`src/swam_pkg.sv`:
```
// swam_pkg: constants, register map and types for the servo warning/alarm manager
// assumes: a single 250 MHz clock domain; no other package is needed
package swam_pkg;

  // ----
  // clock and time base
  // ----
  localparam int unsigned CLK_HZ        = 250_000_000;
  localparam int unsigned FAN_STOP_MS   = 1000;                            // fan stopped this long -> warning
  localparam int unsigned FAN_STOP_CYC  = (CLK_HZ / 1000) * FAN_STOP_MS;
  localparam int unsigned ONE_SEC_CYC   = CLK_HZ;                          // cycles in one second of hold time

  // ----
  // warning indices (bit positions of the warning vector)
  // ----
  localparam int NWARN   = 10;
  localparam int W_OVL   = 0;   // A0 overload
  localparam int W_REGEN = 1;   // A1 regeneration
  localparam int W_BATT  = 2;   // A2 battery
  localparam int W_FAN   = 3;   // A3 fan
  localparam int W_ENC   = 4;   // A4 encoder comms
  localparam int W_ENCT  = 5;   // A5 encoder temperature
  localparam int W_VIB   = 6;   // A6 vibration
  localparam int W_LIFE  = 7;   // A7 life expectancy
  localparam int W_XENC  = 8;   // A8 external encoder warning
  localparam int W_XCOM  = 9;   // A9 external encoder comms

  // mask bit position of each warning inside warn_mask_bits
  localparam logic [3:0] MASK_POS [NWARN] = '{4'h7, 4'h5, 4'h0, 4'h6, 4'h4, 4'h3, 4'h9, 4'h2, 4'h8, 4'ha};
  // selection that routes every warning
  localparam logic [3:0] SEL_ALL = 4'h0;

  // threshold: 85 percent, in per-mille of the protection level
  localparam logic [9:0] LOAD_WARN_PM  = 10'h352;   // 850
  localparam logic [11:0] BATT_WARN_MV = 12'hc80;   // 3200 mV

  // hold time codes: 0 = no time limit, 1..10 = seconds
  localparam logic [3:0] HOLD_NOLIMIT = 4'h0;
  localparam logic [3:0] HOLD_MAX_S   = 4'ha;

  // ----
  // register map (word indices, word index = addr[5:2])
  // ----
  localparam logic [3:0] REG_SEL1    = 4'h0;   // warn_out1_select
  localparam logic [3:0] REG_SEL2    = 4'h1;   // warn_out2_select
  localparam logic [3:0] REG_HOLD    = 4'h2;   // warn_latch_hold_time
  localparam logic [3:0] REG_MASK    = 4'h3;   // warn_mask_bits
  localparam logic [3:0] REG_WSTAT   = 4'h4;   // live and held warnings
  localparam logic [3:0] REG_ALARM   = 4'h5;   // alarm state, code, attributes
  localparam logic [3:0] REG_SNAP    = 4'h6;   // status snapshot at alarm entry
  localparam logic [3:0] REG_CMD     = 4'h7;   // service tool clear command
  localparam logic [3:0] REG_CNTLIM  = 4'h8;   // comm-error count limits
  localparam logic [3:0] REG_SETVAL  = 4'h9;   // temperature and life limits
  localparam logic [31:0] UNMAPPED_RD = 32'h0000_0000;

  // reset values
  localparam logic [3:0]  RST_SEL    = 4'h0;
  localparam logic [3:0]  RST_HOLD   = 4'h1;
  localparam logic [10:0] RST_MASK   = 11'h000;
  localparam logic [7:0]  RST_CNTLIM = 8'h08;
  localparam logic [7:0]  RST_TEMP   = 8'h78;
  localparam logic [7:0]  RST_LIFE   = 8'h0a;

  // alarm attribute bit positions
  localparam int ATTR_HIST  = 0;
  localparam int ATTR_CLR   = 1;
  localparam int ATTR_IMMED = 2;

  // alarm states
  typedef enum logic [1:0] {
    ALM_IDLE  = 2'b00,
    ALM_STOP  = 2'b01,
    ALM_HOLD  = 2'b10
  } swam_alm_e;

  // clip a seconds code to at most HOLD_MAX_S
  function automatic logic [3:0] swam_hold_clip(input logic [3:0] code);
    swam_hold_clip = (code > HOLD_MAX_S) ? HOLD_MAX_S : code;
  endfunction

endpackage

```
`src/swam_cfg_if.sv`:
```
// swam_cfg_if: configuration and warning state shared between top and latch bank
// assumes: driven by the register block in the top module
`timescale 1ns/1ns
interface swam_cfg_if;
  import swam_pkg::*;
  logic [3:0]       hold_time;
  logic [NWARN-1:0] raw;
  logic [NWARN-1:0] active;
  logic             clear;
  modport ctl (output hold_time, output raw, output clear, input active);
  modport bank (input hold_time, input raw, input clear, output active);
endinterface

```
`src/swam_latch_bank.sv`:
```
// swam_latch_bank: per-warning latch with programmable hold time
// assumes: one pulse of the second tick per second from the top module
`timescale 1ns/1ns
module swam_latch_bank
  import swam_pkg::*;
(
  input  wire logic clock_i,
  input  wire logic rst_i,
  input  wire logic sec_tick_i,
  swam_cfg_if.bank  cfg
);

  // ----
  // per-warning hold state
  // ----
  logic [NWARN-1:0] held;
  logic [3:0]       secs [NWARN];
  logic [3:0]       hold_lim;
  logic [NWARN-1:0] no_limit;

  assign hold_lim = swam_hold_clip(cfg.hold_time);

  // battery and life warnings never time out
  always_comb begin
    no_limit         = '0;
    no_limit[W_BATT] = 1'b1;
    no_limit[W_LIFE] = 1'b1;
    if (cfg.hold_time == HOLD_NOLIMIT) begin
      no_limit = '1;
    end
  end

  assign cfg.active = cfg.raw | held;

  // latch on rise, count seconds, drop once cause gone and time served
  always_ff @(posedge clock_i) begin
    for (int i = 0; i < NWARN; i++) begin
      if (rst_i) begin
        held[i] <= 1'b0;
        secs[i] <= 4'h0;
      end else if (cfg.raw[i] && !held[i]) begin
        held[i] <= 1'b1;
        secs[i] <= 4'h0;
      end else if (held[i] && cfg.clear && !cfg.raw[i]) begin
        held[i] <= 1'b0;
      end else if (held[i]) begin
        if (sec_tick_i && secs[i] <= hold_lim) begin           // hold_lim+1 ticks: never early
          secs[i] <= secs[i] + 4'h1;
        end
        if (!cfg.raw[i] && !no_limit[i] && secs[i] > hold_lim) begin
          held[i] <= 1'b0;
        end
      end
    end
  end

endmodule

```
`src/swam_alarm_seq.sv`:
```
// swam_alarm_seq: alarm entry, stop selection, clearing and status snapshot
// assumes: alarm inputs already synchronised to clock_i
`timescale 1ns/1ns
module swam_alarm_seq
  import swam_pkg::*;
(
  input  wire logic        clock_i,
  input  wire logic        rst_i,
  input  wire logic        err_i,
  input  wire logic [7:0]  err_code_i,
  input  wire logic [2:0]  err_attr_i,
  input  wire logic [15:0] status_i,
  input  wire logic        clr_req_i,
  input  wire logic        stop_done_i,
  output logic             alarm_o,
  output logic             pwr_off_o,
  output logic             immed_stop_o,
  output logic             seq_stop_o,
  output logic [7:0]       code_o,
  output logic [2:0]       attr_o,
  output logic [15:0]      snap_o,
  output logic             hist_o
);

  // ----
  // state machine
  // ----
  swam_alm_e state;
  swam_alm_e next_state;
  logic [15:0] prev_status;
  logic        clr_ok;

  assign clr_ok = clr_req_i && attr_o[ATTR_CLR];

  always_comb begin
    next_state = state;
    case (state)
      ALM_IDLE: begin
        if (err_i) next_state = ALM_STOP;
      end
      ALM_STOP: begin
        if (stop_done_i || attr_o[ATTR_IMMED]) next_state = ALM_HOLD;
      end
      ALM_HOLD: begin
        if (clr_ok && !err_i) next_state = ALM_IDLE;
      end
      default: next_state = ALM_IDLE;
    endcase
  end

  // state, code capture and snapshot of the previous cycle's status
  always_ff @(posedge clock_i) begin
    if (rst_i) begin
      state       <= ALM_IDLE;
      prev_status <= '0;
      snap_o      <= '0;
      code_o      <= '0;
      attr_o      <= '0;
      hist_o      <= 1'b0;
    end else begin
      state       <= next_state;
      prev_status <= status_i;
      hist_o      <= 1'b0;
      if (state == ALM_IDLE && err_i) begin
        snap_o <= prev_status;
        code_o <= err_code_i;
        attr_o <= err_attr_i;
        hist_o <= err_attr_i[ATTR_HIST];
      end
    end
  end

  // outputs follow the state; run resumes as soon as the alarm leaves
  assign alarm_o      = (state != ALM_IDLE);
  assign pwr_off_o    = (state == ALM_HOLD) || (state == ALM_STOP && attr_o[ATTR_IMMED]);
  assign immed_stop_o = (state == ALM_STOP) && attr_o[ATTR_IMMED];
  assign seq_stop_o   = (state == ALM_STOP) && !attr_o[ATTR_IMMED];

endmodule

```
`src/swam_top.sv`:
```
// swam_top: servo warning and alarm manager with Avalon-MM register slave
// assumes: one 250 MHz clock; pin inputs are asynchronous and synchronised here
//
// How it works
// - warnings are raised at early thresholds before the protective alarm trips.
// - a latched warning drops after its cause clears and the hold time expires.
// - the alarm clear request clears held warnings early.
// - hold time is 1 to 10 seconds, or zero meaning no time limit.
// - the battery and life warnings are always held with no time limit.
// - two warning lines, each with its own selection register.
// - selection zero routes all warnings; software writes only listed values.
// - each warning has a mask bit; one suppresses detection.
// - overload warning at 85 percent load; select 1, mask bit 7.
// - regeneration warning at 85 percent; select 2, mask bit 5.
// - battery warning at 3.2 V or less; select 3, mask bit 0.
// - fan warning after fan stopped one second; select 4, mask bit 6.
// - encoder comms warning when error run exceeds limit; select 5, bit 4.
// - external encoder warning input; select 9, mask bit 8.
// - on error, assert alarm line, switch off power stage, show code.
// - clear by reset input, power cycle or service command; some need power cycle.
// - run resumes at once when alarm clears; host drops run first.
// - status from just before the alarm is captured for readout.
// - each alarm's immediate-stop attribute picks immediate or sequenced stop.
// - alarms carry history, clearable and immediate-stop attributes.
`timescale 1ns/1ns
module swam_top
  import swam_pkg::*;
#(
  parameter int unsigned SEC_CYC = ONE_SEC_CYC,
  parameter int unsigned FAN_CYC = FAN_STOP_CYC
) (
  input  wire logic        clock_i,
  input  wire logic        rst_i,
  // avalon-mm slave
  input  wire logic [5:0]  avs_address_i,
  input  wire logic        avs_read_i,
  input  wire logic        avs_write_i,
  input  wire logic [31:0] avs_writedata_i,
  input  wire logic [3:0]  avs_byteenable_i,
  output logic [31:0]      avs_readdata_o,
  output logic             avs_waitrequest_o,
  // monitored quantities (same clock)
  input  wire logic [9:0]  load_pm_i,
  input  wire logic [9:0]  regen_pm_i,
  input  wire logic [11:0] batt_mv_i,
  input  wire logic [7:0]  enc_temp_i,
  input  wire logic [7:0]  life_left_i,
  input  wire logic        enc_err_i,
  input  wire logic        enc_frame_i,
  input  wire logic        xenc_err_i,
  input  wire logic        xenc_frame_i,
  input  wire logic        vib_i,
  // asynchronous pins
  input  wire logic        fan_stopped_i,
  input  wire logic        xenc_warn_i,
  input  wire logic        alarm_reset_i,
  // alarm source and drive status
  input  wire logic        err_i,
  input  wire logic [7:0]  err_code_i,
  input  wire logic [2:0]  err_attr_i,
  input  wire logic [15:0] status_i,
  input  wire logic        stop_done_i,
  output logic             warning_line_one_o,
  output logic             warning_line_two_o,
  output logic             alarm_output_line_o,
  output logic             pwr_off_o,
  output logic             immed_stop_o,
  output logic             seq_stop_o,
  output logic [7:0]       alarm_code_o,
  output logic             hist_rec_o
);

  // ----
  // pin synchronisers
  // ----
  logic [2:0] pin_m;
  logic [2:0] pin_s;
  always_ff @(posedge clock_i) begin
    if (rst_i) begin
      pin_m <= '0;
      pin_s <= '0;
    end else begin
      pin_m <= {alarm_reset_i, xenc_warn_i, fan_stopped_i};
      pin_s <= pin_m;
    end
  end
  logic fan_stop_s;
  logic xenc_warn_s;
  logic rst_req_s;
  assign fan_stop_s  = pin_s[0];
  assign xenc_warn_s = pin_s[1];
  assign rst_req_s   = pin_s[2];

  // ----
  // configuration registers
  // ----
  logic [3:0]  sel1;
  logic [3:0]  sel2;
  logic [3:0]  hold_time;
  logic [10:0] mask;
  logic [7:0]  enc_lim;
  logic [7:0]  xenc_lim;
  logic [7:0]  temp_lim;
  logic [7:0]  life_lim;
  logic        tool_clr;

  logic [3:0] widx;
  logic       wr_en;
  logic       rd_en;
  logic       rd_ack;
  assign widx  = avs_address_i[5:2];
  assign wr_en = avs_write_i && avs_byteenable_i[0];
  assign rd_en = avs_read_i && !rd_ack;

  // writes take effect in the cycle with waitrequest low
  always_ff @(posedge clock_i) begin
    if (rst_i) begin
      sel1      <= RST_SEL;
      sel2      <= RST_SEL;
      hold_time <= RST_HOLD;
      mask      <= RST_MASK;
      enc_lim   <= RST_CNTLIM;
      xenc_lim  <= RST_CNTLIM;
      temp_lim  <= RST_TEMP;
      life_lim  <= RST_LIFE;
      tool_clr  <= 1'b0;
    end else begin
      tool_clr <= wr_en && widx == REG_CMD && avs_writedata_i[0];
      if (wr_en && widx == REG_SEL1) sel1 <= avs_writedata_i[3:0];
      if (wr_en && widx == REG_SEL2) sel2 <= avs_writedata_i[3:0];
      if (wr_en && widx == REG_HOLD) hold_time <= swam_hold_clip(avs_writedata_i[3:0]);
      if (avs_write_i && widx == REG_MASK) begin
        if (avs_byteenable_i[0]) mask[7:0]  <= avs_writedata_i[7:0];
        if (avs_byteenable_i[1]) mask[10:8] <= avs_writedata_i[10:8];
      end
      if (wr_en && widx == REG_CNTLIM) begin
        enc_lim  <= avs_writedata_i[7:0];
      end
      if (avs_write_i && avs_byteenable_i[1] && widx == REG_CNTLIM) xenc_lim <= avs_writedata_i[15:8];
      if (wr_en && widx == REG_SETVAL) temp_lim <= avs_writedata_i[7:0];
      if (avs_write_i && avs_byteenable_i[1] && widx == REG_SETVAL) life_lim <= avs_writedata_i[15:8];
    end
  end

  // ----
  // warning detection
  // ----
  logic [31:0] fan_cnt;
  logic [7:0]  enc_run;
  logic [7:0]  xenc_run;
  logic [31:0] sec_cnt;
  logic        sec_tick;

  // fan stop timer, comm error run counters and second tick
  always_ff @(posedge clock_i) begin
    if (rst_i) begin
      fan_cnt  <= '0;
      enc_run  <= '0;
      xenc_run <= '0;
      sec_cnt  <= '0;
      sec_tick <= 1'b0;
    end else begin
      if (!fan_stop_s) fan_cnt <= '0;
      else if (fan_cnt < FAN_CYC) fan_cnt <= fan_cnt + 32'h1;
      if (enc_frame_i) enc_run <= enc_err_i ? (enc_run == 8'hff ? enc_run : enc_run + 8'h1) : 8'h0;
      if (xenc_frame_i) xenc_run <= xenc_err_i ? (xenc_run == 8'hff ? xenc_run : xenc_run + 8'h1) : 8'h0;
      sec_tick <= (sec_cnt == SEC_CYC - 1);
      sec_cnt  <= (sec_cnt == SEC_CYC - 1) ? 32'h0 : sec_cnt + 32'h1;
    end
  end

  logic [NWARN-1:0] detect;
  logic [NWARN-1:0] raw;
  assign detect[W_OVL]   = load_pm_i  >= LOAD_WARN_PM;
  assign detect[W_REGEN] = regen_pm_i >= LOAD_WARN_PM;
  assign detect[W_BATT]  = batt_mv_i  <= BATT_WARN_MV;
  assign detect[W_FAN]   = fan_cnt >= FAN_CYC;
  assign detect[W_ENC]   = enc_run > enc_lim;
  assign detect[W_ENCT]  = enc_temp_i > temp_lim;
  assign detect[W_VIB]   = vib_i;
  assign detect[W_LIFE]  = life_left_i < life_lim;
  assign detect[W_XENC]  = xenc_warn_s;
  assign detect[W_XCOM]  = xenc_run > xenc_lim;

  // mask bit of one suppresses detection
  always_comb begin
    for (int i = 0; i < NWARN; i++) begin
      raw[i] = detect[i] && !mask[MASK_POS[i]];
    end
  end

  // ----
  // latch bank and alarm sequencer
  // ----
  logic clr_req;
  assign clr_req = rst_req_s || tool_clr;

  swam_cfg_if cfg ();
  assign cfg.hold_time = hold_time;
  assign cfg.raw       = raw;
  assign cfg.clear     = clr_req;

  swam_latch_bank u_bank (
    .clock_i    (clock_i),
    .rst_i      (rst_i),
    .sec_tick_i (sec_tick),
    .cfg        (cfg)
  );

  logic [2:0]  al_attr;
  logic [15:0] al_snap;
  swam_alarm_seq u_alarm (
    .clock_i      (clock_i),
    .rst_i        (rst_i),
    .err_i        (err_i),
    .err_code_i   (err_code_i),
    .err_attr_i   (err_attr_i),
    .status_i     (status_i),
    .clr_req_i    (clr_req),
    .stop_done_i  (stop_done_i),
    .alarm_o      (alarm_output_line_o),
    .pwr_off_o    (pwr_off_o),
    .immed_stop_o (immed_stop_o),
    .seq_stop_o   (seq_stop_o),
    .code_o       (alarm_code_o),
    .attr_o       (al_attr),
    .snap_o       (al_snap),
    .hist_o       (hist_rec_o)
  );

  // ----
  // warning output lines
  // ----
  function automatic logic line_on(input logic [3:0] sel, input logic [NWARN-1:0] act);
    line_on = 1'b0;
    if (sel == SEL_ALL) line_on = |act;
    else if (sel <= NWARN) line_on = act[sel - 4'h1];
  endfunction

  always_ff @(posedge clock_i) begin
    if (rst_i) begin
      warning_line_one_o <= 1'b0;
      warning_line_two_o <= 1'b0;
    end else begin
      warning_line_one_o <= line_on(sel1, cfg.active);
      warning_line_two_o <= line_on(sel2, cfg.active);
    end
  end

  // ----
  // read path: one wait state, readdata stands when waitrequest drops
  // ----
  logic [31:0] rd_mux;
  assign avs_waitrequest_o = rd_en;
  always_comb begin
    case (widx)
      REG_SEL1:   rd_mux = {28'h0, sel1};
      REG_SEL2:   rd_mux = {28'h0, sel2};
      REG_HOLD:   rd_mux = {28'h0, hold_time};
      REG_MASK:   rd_mux = {21'h0, mask};
      REG_WSTAT:  rd_mux = {6'h0, raw, 6'h0, cfg.active};
      REG_ALARM:  rd_mux = {17'h0, al_attr, alarm_code_o, 1'b0, pwr_off_o, immed_stop_o, alarm_output_line_o};
      REG_SNAP:   rd_mux = {16'h0, al_snap};
      REG_CNTLIM: rd_mux = {16'h0, xenc_lim, enc_lim};
      REG_SETVAL: rd_mux = {16'h0, life_lim, temp_lim};
      default:    rd_mux = UNMAPPED_RD;
    endcase
  end

  always_ff @(posedge clock_i) begin
    rd_ack <= !rst_i && rd_en;
    if (rst_i) avs_readdata_o <= '0;
    else if (rd_en) avs_readdata_o <= rd_mux;
  end

endmodule

```
`config.mk`:
```
export PLATFORM = sky130hd
export DESIGN_NAME = swam_top
export DESIGN_NICKNAME = d
export VERILOG_FILES = /design/src/swam_pkg.sv /design/src/swam_cfg_if.sv /design/src/swam_latch_bank.sv /design/src/swam_alarm_seq.sv /design/src/swam_top.sv
export SDC_FILE = /design/constraint.sdc
export NUM_CORES = 1
export LEC_CHECK = 0
export ABC_AREA = 1
export BUFFER_PORTS_ARGS = -buffer_cell sky130_fd_sc_hd__buf_2
export CAP_MARGIN = 20
export CELL_PAD_IN_SITES_DETAIL_PLACEMENT = 0
export CELL_PAD_IN_SITES_GLOBAL_PLACEMENT = 2
export CORE_ASPECT_RATIO = 1.5
export CORE_MARGIN = 1.5
export CORE_UTILIZATION = 36
export CTS_CLUSTER_DIAMETER = 40
export CTS_CLUSTER_SIZE = 20
export DETAILED_ROUTE_END_ITERATION = 6
export PLACE_DENSITY = 0.9
export SLEW_MARGIN = 20
export SYNTH_ARGS = -nofsm -noshare
export SYNTH_HDL_FRONTEND = slang
export SYNTH_SLANG_ARGS = --single-unit
```
`constraint.sdc`:
```
create_clock -name clock_i -period 7.2 [get_ports clock_i]
set_input_delay 1.44 -clock clock_i [delete_from_list [all_inputs] [get_ports clock_i]]
set_output_delay 1.44 -clock clock_i [all_outputs]
set_load 0.05 [all_outputs]
```
; ---- Word-level counts from Yosys, hierarchy flattened
; Memories as Yosys holds them, arrays and structs flattened.
; Index checks and enable logic that the tools add are counted.
[classes]
addsub = 16
mul = 0
div = 0
n_lt_le_gt_ge = 35
eq_ne = 19
shift = 0
n_mux = 172
bitwise = 23
n_reduce_logical = 151
[op_table]
columns = cell, n
row1 = one-hot mux 26 bit (9 select lines), 1
row2 = two-way mux 1 bit, 138
row3 = logical AND 1 bit, 89
row4 = two-way mux 4 bit, 22
row5 = "adder 32 x 1 -> 32 bit, second input constant", 2
row6 = logical NOT 1 bit, 44
row7 = "adder 4 x 1 -> 4 bit, second input constant", 10
row8 = greater-than comparator 4 bit, 10
row9 = less-or-equal comparator 4 bit, 10
row10 = "== test 32 x 28 -> 1 bit, second input constant", 1
row11 = ">= comparator 32 x 28 -> 1 bit, second input constant", 1
row12 = "< comparator 32 x 28 -> 1 bit, second input constant", 1
row13 = two-way mux 8 bit, 4
row14 = greater-than comparator 8 bit, 3
row15 = ">= comparator 10 bit, second input constant", 2
row16 = OR 1 bit, 20
row17 = "adder 8 x 1 -> 8 bit, second input constant", 2
row18 = "== test 4 x 3 -> 1 bit, second input constant", 4
row19 = "== test 8 bit, second input constant", 2
row20 = logical NOT 4 bit, 4
row21 = "less-or-equal comparator 12 bit, second input constant", 1
row22 = "< comparator 4 x 5 -> 1 bit, second input constant", 2
row23 = two-way mux 10 bit, 1
row24 = OR 10 bit, 1
row25 = other kinds (22), 41
[word_totals]
ff_bits = 234
latchBits = 0
ramBits = 40
mem_bits_ro = 0
output_inout_bits = 48
elab_cells = 445
mem_count = 1
[mem_list]
columns = memory, words, word_bits, rd, rd_ports_with_merged_regs, write_ports, line_no
row1 = u_bank.secs, 10, 4, 10, 0, 10, swam_latch_bank.sv:17  ; logic [3:0] secs [NWARN];

; ---- Longest topological paths before layout
; Gate-level depths: netlist (run 1).
[depth]
ltp_word = 11
mapped_depth = 17
ltp_nobuf = 17

; ---- By module
; Synthesis (run 1) repeated with hierarchy kept, for this count alone.
[unflattened]
cells_unflattened = 2045
area_unflattened_um2 = 14523.9
[by_module_without_submodules]
columns = module, n_inst, cells_each, area_each_um2, seq_area_each_um2
row1 = swam_top, 1, 1475, 9784.4, 3443.3
row2 = swam_latch_bank, 1, 350, 3025.4, 1161.1
row3 = swam_alarm_seq, 1, 220, 1714.1, 920.9

; ---- Worst setup path before layout (run 1)
; OpenSTA, ideal clock, no wires.
[synth_timing]
kind = input to output
from = input port avs_read_i
to = output port avs_waitrequest_o
arrival_time_ns = 2.364
t_required_ns = 5.760
setup_slack_ns = 3.396
stages = 3
path_buffers = 1
cell_sequence = inv_1 nor2_1 clkbuf_1
[synth_via]
elab_chain_cells = 1
[synth_rtl]
columns = item, line_no
row1 = "start, declared", swam_top.sv:36  ; input wire logic avs_read_i,
row2 = logical AND 1 bit, swam_top.sv:113  ; assign rd_en = avs_read_i && !rd_ack;
row3 = "end, declared", swam_top.sv:41  ; output logic avs_waitrequest_o,
; Every way passes these cells.

; ---- Final worst setup path (run 1)
; Same ends and word-level chain as after synthesis.

==> results of run 1 <==
final timing paths:
path | startpoint | end | depth (start not counted)
worst max-delay path | avs_read_i | avs_waitrequest_o | 5
worst min-delay path | pin_m[0] | pin_s[0] | 2
worst max register to register | cfg.hold_time[3] | u_bank.secs[0][1] | 10
worst min register to register | pin_m[0] | pin_s[0] | 2
layout make-up:
| class | instances | area [um^2] | share of cell area |
|---|---|---|---|
| antenna | 1 | 2.50 | 0.000156 |
| clock buffer | 41 | 993 | 0.0620 |
| clock inverter | 29 | 358 | 0.0223 |
| inverter | 244 | 918 | 0.0573 |
| multi-input combinational | 1256 | 6810 | 0.425 |
| sequential | 260 | 5530 | 0.345 |
| tap | 484 | 606 | 0.0378 |
| timing repair buffer | 158 | 813 | 0.0508 |
cell usage after synthesis (4+ instances only):
library cell / n / area, um^2
nor4_1: 14 / 87.6
nor3b_1: 6 / 45.0
o21ai_0: 128 / 641
nand2_2: 6 / 37.5
buf_4: 6 / 45.0
inv_2: 5 / 18.8
nand4_1: 28 / 175
o22ai_1: 15 / 93.8
edfxtp_1: 32 / 961
a21oi_1: 171 / 856
a32oi_1: 4 / 35.0
xor2_1: 26 / 228
nor2_4: 5 / 56.3
ha_1: 80 / 1000
nand2_4: 6 / 67.6
a221oi_1: 6 / 52.6
dfxtp_1: 228 / 4560
o21bai_1: 5 / 37.5
and3_1: 6 / 37.5
nor2_1: 241 / 905
o2111ai_1: 4 / 35.0
a22oi_1: 4 / 30.0
nand2_1: 310 / 1160
o211ai_1: 16 / 120
nor2_2: 8 / 50.1
nor3_1: 36 / 180
clkbuf_1: 39 / 146
inv_1: 235 / 882
nand3_1: 70 / 350
xnor2_1: 14 / 123
buf_2: 4 / 20.0
critical path, delay by kind of cell:
family	cells	cell delay, ns
buf+inv	4	0.67
simple gates	1	0.39
power breakdown:
group	total [mW]	internal, mW	switching, mW
Sequential	1.54	1.51	0.0300
Clock	1.94	1.15	0.788
Combinational	0.314	0.0980	0.216
stage by stage:
stage	setup WS (ns)	instances	util	cell area [um^2]	power, mW
3_3_place_gp	3.09	2402	0.399	14700	1.88
4_1_cts	3.26	2472	0.435	16000	3.85
3_5_place_dp	3.09	2402	0.399	14700	1.89
2_1_floorplan	3.40	1810	-	13500	1.77
5_1_grt	3.14	2472	0.435	16000	3.94
6_report	3.26	2473	0.435	16000	3.80
state kept, by name (all words and copies together) (netlist names), 8 cells and up:
register	cells
avs_readdata_o	26
enc_lim	8
enc_run	8
fan_cnt	32
life_lim	8
mask	11
sec_cnt	32
temp_lim	8
u_alarm.code_o	8
u_alarm.prev_status	16
u_alarm.snap_o	16
u_bank.held	10
u_bank.secs	32
xenc_lim	8
xenc_run	8
layer usage:
layer,vias up,wire [um],GRT usage
met5,-,13,0
met4,2,1330,0.0783
met3,85,1390,0.0286
met2,252,20400,0.383
met1,5623,15800,0.223
li1,6285,-,-
kinds of logic (layout without fill, tap and decap cells):
logic type | after synthesis | count (layout)
flops | 260 | 260
simple gates | 754 | 754
compound gates | 376 | 376
other cells | 1 | 7
buf+inv | 294 | 472
fa+ha+maj | 80 | 80
xor+xnor | 40 | 40
==> results.txt, run 1 <==
Largest net degree at the start of global routing: 80
FF+latch count, synth: 260
Slew Limit Headroom: 0.278
Post-synth EDFFs: 32
Crit path top cell by count: buf_2
Crit path launch type: primary input
Seq/Total Area, Yosys: 0.411
Share of layout cells above drive strength 1: 0.139
Port-buffer cells: 150
P&R area growth vs syn: 19.1%
Synth Flop Type: dfxtp_1
Initial antenna violation count: 4
GP Congestion: 0.836
Clk_skew: 0.0356 ns
Final setup fails: 0
Clock Latency Late Sink: 0.56 ns
Max-cap check violation count: 0
Total Routing Usage GR: 0.202
Final ANT Viol Nets: 0
CP max FO: 10
Avg Synthesized Cell Area: 7.45 um^2
Deepest clock path buffer count: 3
Vias per std cell: 4.95
Outcome: completed
Most frequent cells in the layout: 310 x nand2_1, 241 x nor2_1, 234 x inv_1
Die Ht: 240 um
Number of global-route vias before repair: 11,689
Nets: 2,169
Leading cell type in the layout, fill and taps excluded: nand2_1
Initial Util: 0.366
Synth Area in Compound Gates: 0.155
CTS Buf Count: 38
Pwr Density: 237 mW/mm^2
DRC violations left: 0
Final Cycle Share: 0.547
Max Clk Rate: 254 MHz
TritonRoute pass-1 iters: 5
Clock sinks: 260
XOR/XNOR Fraction of Synth Area: 0.0260
# IOs: 179
Hold slack: 0.406 ns
Yosys cell types: 61
Synth Warn #: 0
Slowest cell on crit path: nor2_1
Core area: 0.0368 mm^2
Via Count: 12,247
Final hold violations: 0
Global-route wire length before repair: 61.2 mm
Setup TNS Final: 0 ns
Min Tclk post-route: 3.94 ns
Die area: 0.0386 mm^2
FILL cells: 3,866
Total routed wirelength: 38.9 mm
Resized cells post-CTS: 0
Largest family of logic cells by synthesized area: simple AND/OR/NAND/NOR gates
Adder-cell share of the synthesized area: 0.0744
Hold buffers post-CTS: 0
Hold crit path type: reg -> reg
CP endpoint kind: primary output
Std cell rows: 86
Max incr delay on CP: 0.39 ns
Worst vdd ir: 197 uV
CTS tree: done
Drt initial violations: 617
H-tree Lvls: 2
Final max-slew violation count: 0
Hpwl dp: 29.2 mm
Worst-path clk slew: 0.06 ns
Global route overflow: 0
Number of setup buffers added after CTS: 0
Post-synthesis instance total: 1,805
Unrepaired setup endpoints after global routing: false
Worst Setup Path Type: in -> out
Tightest Pin Transition: 1.07 ns
Routed len/inst: 15.7 um
Die width: 161 um
FF-to-FF setup slack: 3.98 ns
Clk root buf: clkbuf_16
Async S/R FF share, synth: 0
Cell area after synthesis: 0.0135 mm^2
Worst-path cell chain: buf_2 > inv_1 > nor2_1 > buf_4 > buf_2
Post-Synth Simple-Gate Area: 0.249
CP arrival: 2.50 ns
Lkg Pwr: 6.88 nW
Mux cell area share after synthesis: 0
CP required: 5.76 ns
Power figures use the tool's default switching activity.
==> run 2, diff against run 1 <==
ABC_AREA = 0   (was 1)
CORE_UTILIZATION = 35   (was 36)
PLACE_DENSITY = 0.84   (was 0.9)
clock period = 4 ns   (was 7.2 ns; I/O delays follow)
==> results.txt, run 2 <==
Deepest clock path buffer count: 3 (unchanged)
Final max-slew violation count: 0 (unchanged)
Slew Limit Headroom: 0.290 (+0.0121)
TritonRoute pass-1 iters: 5 (unchanged)
CTS tree: done
Synth Warn #: 0 (unchanged)
Number of global-route vias before repair: 11,166 (-4.5%)
Die width: 161 um (-0.16%)
Reg2Reg Depth: 9 (-1)
Clk root buf: clkbuf_16
Worst Hold Depth: 2 (unchanged)
Clk_skew: 0.0158 ns (-0.0199 ns)
Initial Util: 0.355 (-0.0102)
CP required: 4.16 ns (-1.60 ns)
CP arrival: 3.15 ns (+0.65 ns)
Post-synthesis instance total: 1,517 (-16%)
Largest net degree at the start of global routing: 125 (+56%)
Leading cell type in the layout, fill and taps excluded: dfxtp_1
Tightest Pin Transition: 1.06 ns (-0.0109 ns)
FF+latch count, synth: 260 (unchanged)
GP Congestion: 0.834 (-0.28%)
Reg-to-reg startpoint: cfg.hold_time[3]
Post-synth top cells: 228 x dfxtp_1, 186 x nor2_1, 178 x nand2_1
Via Count: 11,174 (-8.8%)
CTS Buf Count: 35 (-7.9%)
Synth Flop Type: dfxtp_1
Max incr delay on CP: 0.43 ns (+0.04 ns)
Final ANT Viol Nets: 0 (unchanged)
Regs by FF count: fan_cnt (32), sec_cnt (32), u_bank.secs (32)
Clock sinks: 260 (unchanged)
Hold Crit Endpoint: u_alarm.snap_o[9]
Max-cap check violation count: 0 (unchanged)
Worst-path cell chain: inv_1 > nand2_1 > ha_1 > o21ai_0 > nand2b_1 > a21oi_1 > a41o_1 > o2111ai_1 > o211ai_1
Hold buffers post-CTS: 0 (unchanged)
Final setup fails: 0 (unchanged)
Total Routing Usage GR: 0.199 (-0.00219)
Placed Area: 0.0143 mm^2 (-2.8%)
P&R area growth vs syn: 18.3%
Async S/R FF share, synth: 0 (unchanged)
Post-synth top area cell: dfxtp_1
Cell area after synthesis: 0.0130 mm^2 (-3.1%)
Yosys cell types: 75 (+23%)
Crit path launch type: register
Seq/Total Area, Yosys: 0.424 (+0.0131)
Clock Latency Late Sink: 0.52 ns (-0.04 ns)
Hold crit path type: reg -> reg
Top post-synthesis cells by area: dfxtp_1 35%, ha_1 7.7%, edfxtp_1 7.4%
Nets: 1,869 (-14%)
Share of layout cells above drive strength 1: 0.149 (+0.00980)
Unrepaired setup endpoints after global routing: false
CP max FO: 9 (-1)
Core area: 0.0367 mm^2 (-0.29%)
Number of setup buffers added after CTS: 0 (unchanged)
Max Clk Rate: 335 MHz
Pwr Density: 416 mW/mm^2 (+76%)
Worst-path clk slew: 0.06 ns (about the same)
WP buf/inv: 1 (-3)
Final hold violations: 0 (unchanged)
Cell with the most instances after synthesis: dfxtp_1
Initial antenna violation count: 0 (-4)
Port-buffer cells: 150 (unchanged)
H-tree Lvls: 2 (unchanged)
Worst Setup Path Type: reg -> reg
N_diodes: 0 (-1)
Area share of the largest cell type after synthesis: 0.350 (+0.0108)
FF-to-FF setup slack: 1.02 ns (-2.96 ns)
Drt initial violations: 580 (-6.0%)
Hpwl dp: 28.0 mm (-4.0%)
Global-route wire length before repair: 60.4 mm (-1.3%)
CP endpoint kind: register
Min Tclk post-route: 2.98 ns
Vias per std cell: 5.16 (+4.1%)
Reg-to-reg endpoint: u_bank.secs[4][3]
Slowest cell on crit path: ha_1
Std cell rows: 86 (unchanged)
Final Cell Area: 0.0154 mm^2 (-3.7%)
Delay-heaviest family, CP: compound AO/OA/AOI/OAI gates
Lkg Pwr: 5.99 nW (-13%)
# IOs: 179 (unchanged)
Die Ht: 239 um (-0.16%)
DRC violations left: 0 (unchanged)
Worst vdd ir: 319 uV (+62%)
Post-synth EDFFs: 32 (unchanged)
Routed len/inst: 17.5 um (+11%)
Outcome: completed
Die area: 0.0384 mm^2 (-0.31%)
Final Cycle Share: 0.746
Avg Synthesized Cell Area: 8.60 um^2 (+15%)
Most frequent cells in the layout: 228 x dfxtp_1, 186 x nor2_1, 178 x nand2_1
Resized cells post-CTS: 0 (unchanged)
Setup TNS Final: 0 ns (unchanged)
Global route overflow: 0 (unchanged)
Hold Crit Start: u_alarm.prev_status[9]
Total routed wirelength: 37.9 mm (-2.6%)
[run 2: how the worst max path moves through the flow]
stage	start	to	slack, ns	cells after the start
2_1_floorplan	enc_temp_i[1]	u_bank.secs[5][0]	1.49	8
3_3_place_gp	cfg.hold_time[3]	u_bank.secs[4][1]	1.02	9
3_5_place_dp	cfg.hold_time[3]	u_bank.secs[8][0]	0.97	9
4_1_cts	cfg.hold_time[3]	u_bank.secs[8][2]	0.93	9
5_1_grt	cfg.hold_time[3]	u_bank.secs[4][3]	0.77	9
6_report	cfg.hold_time[3]	u_bank.secs[4][3]	1.02	9
[run 2: power by group]
part	switching [mW]	total (mW)	internal, mW	leakage [nW]
clock	1.22	3.13	1.92	0.568
combinational	0.351	0.527	0.176	3.23
sequential	0.0558	2.76	2.71	2.19
[run 2: area by class of cell]
| class | instances | area, um^2 |
|---|---|---|
| well taps | 484 | 606 |
| multi-input cells | 1114 | 6930 |
| clock buffers | 48 | 1010 |
| inverters | 79 | 297 |
| flip-flops and latches | 260 | 5530 |
| clock inverters | 14 | 169 |
| repair buffers | 168 | 901 |
| fillers | 3727 | 21300 |
[run 2: cell families after synthesis]
group	count (synthesis)	share of synthesized area
buffers and inverters	148	0.0464
adder cells (fa/ha/maj)	80	0.0768
flip-flops	260	0.424
AND/OR/NAND/NOR	607	0.226
XOR/XNOR	78	0.0524
multiplexers	24	0.0203
AO/OA/AOI/OAI	319	0.154
other	1	0.000288
[run 2: metrics by stage]
| stage | util | power (mW) | cells | hold slack (ns) | setup WS, ns |
|---|---|---|---|---|---|
| floorplan | - | 3.15 | 1522 | 0.414 | 1.49 |
| detailed placement | 0.389 | 3.35 | 2105 | 0.427 | 0.972 |
| global placement | 0.389 | 3.34 | 2105 | 0.424 | 1.02 |
| CTS | 0.421 | 6.51 | 2167 | 0.431 | 0.927 |
| finish | 0.421 | 6.43 | 2167 | 0.436 | 1.02 |
| global route | 0.421 | 6.68 | 2167 | 0.454 | 0.766 |
[run 2: layer usage]
metal	GRT usage	share of wire	vias to the layer above
met5	0	0	-
met4	0.0898	0.041	0
met3	0.0348	0.047	74
met2	0.364	0.51	250
met1	0.225	0.41	5258
li1	-	-	5592
[run 2: worst register-to-register path, cell delays in order (launching register included)]
cell       delay (ns)
dfxtp_1          0.38
inv_1            0.37
nand2_1          0.41
ha_1             0.43
o21ai_0          0.08
nand2b_1         0.07
a21oi_1          0.17
a41o_1           0.16
o2111ai_1        0.23
o211ai_1         0.33
==> run 3, diff against run 2 <==
CORE_UTILIZATION = 32   (was 35)
PLACE_DENSITY = 0.81   (was 0.84)
clock period = 2.7 ns   (was 4 ns; I/O delays follow)
==> results.txt, run 3 (same netlist as run 2, synthesis figures left out) <==
Most frequent cells in the layout: 228 x dfxtp_1, 186 x nor2_1, 178 x nand2_1
Deepest clock path buffer count: 3 (unchanged)
Clk_skew: 0.0116 ns (-0.00418 ns)
Worst Setup Path Type: reg -> reg
Clk root buf: clkbuf_16
P&R area growth vs syn: 21.4%
Global-route wire length before repair: 60.3 mm (about the same)
GP Congestion: 0.833 (about the same)
Pwr Density: 625 mW/mm^2 (+50%)
Setup TNS Final: 0 ns (unchanged)
Hpwl dp: 29.2 mm (+4.2%)
Final Power: 9.90 mW (+54%)
Final max-slew violation count: 0 (unchanged)
Leading cell type in the layout, fill and taps excluded: dfxtp_1
FILL cells: 4,041 (+8.4%)
CP required: 2.88 ns (-1.28 ns)
Port-buffer cells: 150 (unchanged)
Lkg Pwr: 6.21 nW (+3.6%)
N_diodes: 0 (unchanged)
Hold Crit Start: status_i[13]
Resized cells post-CTS: 0 (unchanged)
Die Ht: 250 um (+4.5%)
Core area: 0.0402 mm^2 (+9.6%)
# IOs: 179 (unchanged)
CTS tree: done
Final hold violations: 0 (unchanged)
Final ANT Viol Nets: 0 (unchanged)
Die area: 0.0420 mm^2 (+9.2%)
Crit path launch type: register
Clock Latency Late Sink: 0.53 ns (about the same)
CP arrival: 2.68 ns (-0.47 ns)
Tightest Pin Transition: 0.720 ns (-0.342 ns)
Hold buffers post-CTS: 0 (unchanged)
Worst Setup SP: cfg.hold_time[3]
DRC violations left: 0 (unchanged)
CP endpoint kind: register
Final setup fails: 0 (unchanged)
Max-cap check violation count: 0 (unchanged)
Die width: 168 um (+4.5%)
Share of layout cells above drive strength 1: 0.172 (+0.0232)
H-tree Lvls: 2 (unchanged)
Std cell rows: 90 (+4.7%)
Slew Limit Headroom: 0.520 (+0.230)
Min Tclk post-route: 2.49 ns (-0.490 ns)
Number of global-route vias before repair: 11,166 (unchanged)
Drt initial violations: 662 (+14%)
Via Count: 11,330 (+1.4%)
Total Routing Usage GR: 0.183 (-0.0163)
Final Util: 0.394 (-0.0269)
Global route overflow: 0 (unchanged)
Initial antenna violation count: 1 (+1)
Nets: 1,905 (+1.9%)
Max Clk Rate: 401 MHz (+20%)
Clock sinks: 260 (unchanged)
Unrepaired setup endpoints after global routing: false
Routed len/inst: 17.3 um (-0.87%)
Worst vdd ir: 528 uV (+66%)
Vias per std cell: 5.08 (-1.4%)
Regs by FF count: fan_cnt (32), sec_cnt (32), u_bank.secs (32)
Reg-to-reg startpoint: cfg.hold_time[3]
CTS Buf Count: 37 (+5.7%)
Outcome: completed
Total routed wirelength: 38.7 mm (+2.0%)
CP max FO: 8 (-1)
TritonRoute pass-1 iters: 5 (unchanged)
Worst-path clk slew: 0.06 ns (about the same)
Final Cycle Share: 0.924 (+0.178)
Hold crit path type: in -> reg
Number of setup buffers added after CTS: 0 (unchanged)
Initial Util: 0.324 (-0.0310)
Largest net degree at the start of global routing: 64 (-49%)
run 3: changes by cell type in the layout (fill, tap and decap cells not counted), sizes merged:
cell    delta
clkinv     +1
buf       +34
inv       +13
clkbuf     -8
run 3: critical path: stages, from the launching register on:
cell	delay [ns]
dfxtp_1	0.46
a21oi_1	0.11
buf_4	0.20
ha_1	0.33
nor2b_1	0.14
o21ai_0	0.14
nand2b_1	0.07
a21oi_1	0.17
a41o_1	0.16
nand4_1	0.13
o211ai_1	0.23
run 3: final timing paths:
kind	slack [ns]	cells past startpoint	end
worst max register to register	0.21	10	u_bank.secs[5][3]
worst min register to register	0.43	2	u_alarm.snap_o[6]
worst min-delay path	0.21	2	u_alarm.prev_status[13]
worst max-delay path	0.21	10	u_bank.secs[5][3]
run 3: through the flow:
stage / instances / setup WS [ns] / area, um^2 / hold slack (ns)
after floorplan: 1522 / 0.231 / 13100 / 0.414
after global placement: 2161 / 0.272 / 14600 / 0.422
after detailed placement: 2161 / 0.203 / 14600 / 0.428
after CTS: 2229 / 0.185 / 15800 / 0.190
after global routing: 2229 / 0.00565 / 15800 / 0.215
final: 2229 / 0.205 / 15800 / 0.210
run 3: cell type report:
class | count | area, um^2 | share of cell area
multi-input cells | 1114 | 6930 | 0.438
flip-flops and latches | 260 | 5530 | 0.349
repair buffers | 202 | 1170 | 0.0738
clock buffers | 40 | 980 | 0.0619
well taps | 506 | 633 | 0.0400
inverters | 79 | 297 | 0.0187
clock inverters | 28 | 295 | 0.0187
run 3: report_power, final:
| group | switching, mW | internal, mW |
|---|---|---|
| sequential | 0.0842 | 4.01 |
| combinational | 0.529 | 0.282 |
| clock | 2.06 | 2.93 |
run 3: routing by layer:
layer  wire (um)  up-vias  GRT usage
met5          13        -          0
met4        1690        2     0.0857
met3        1740       70     0.0319
met2       19700      259      0.334
met1       15500     5328      0.205
li1            -     5671          -
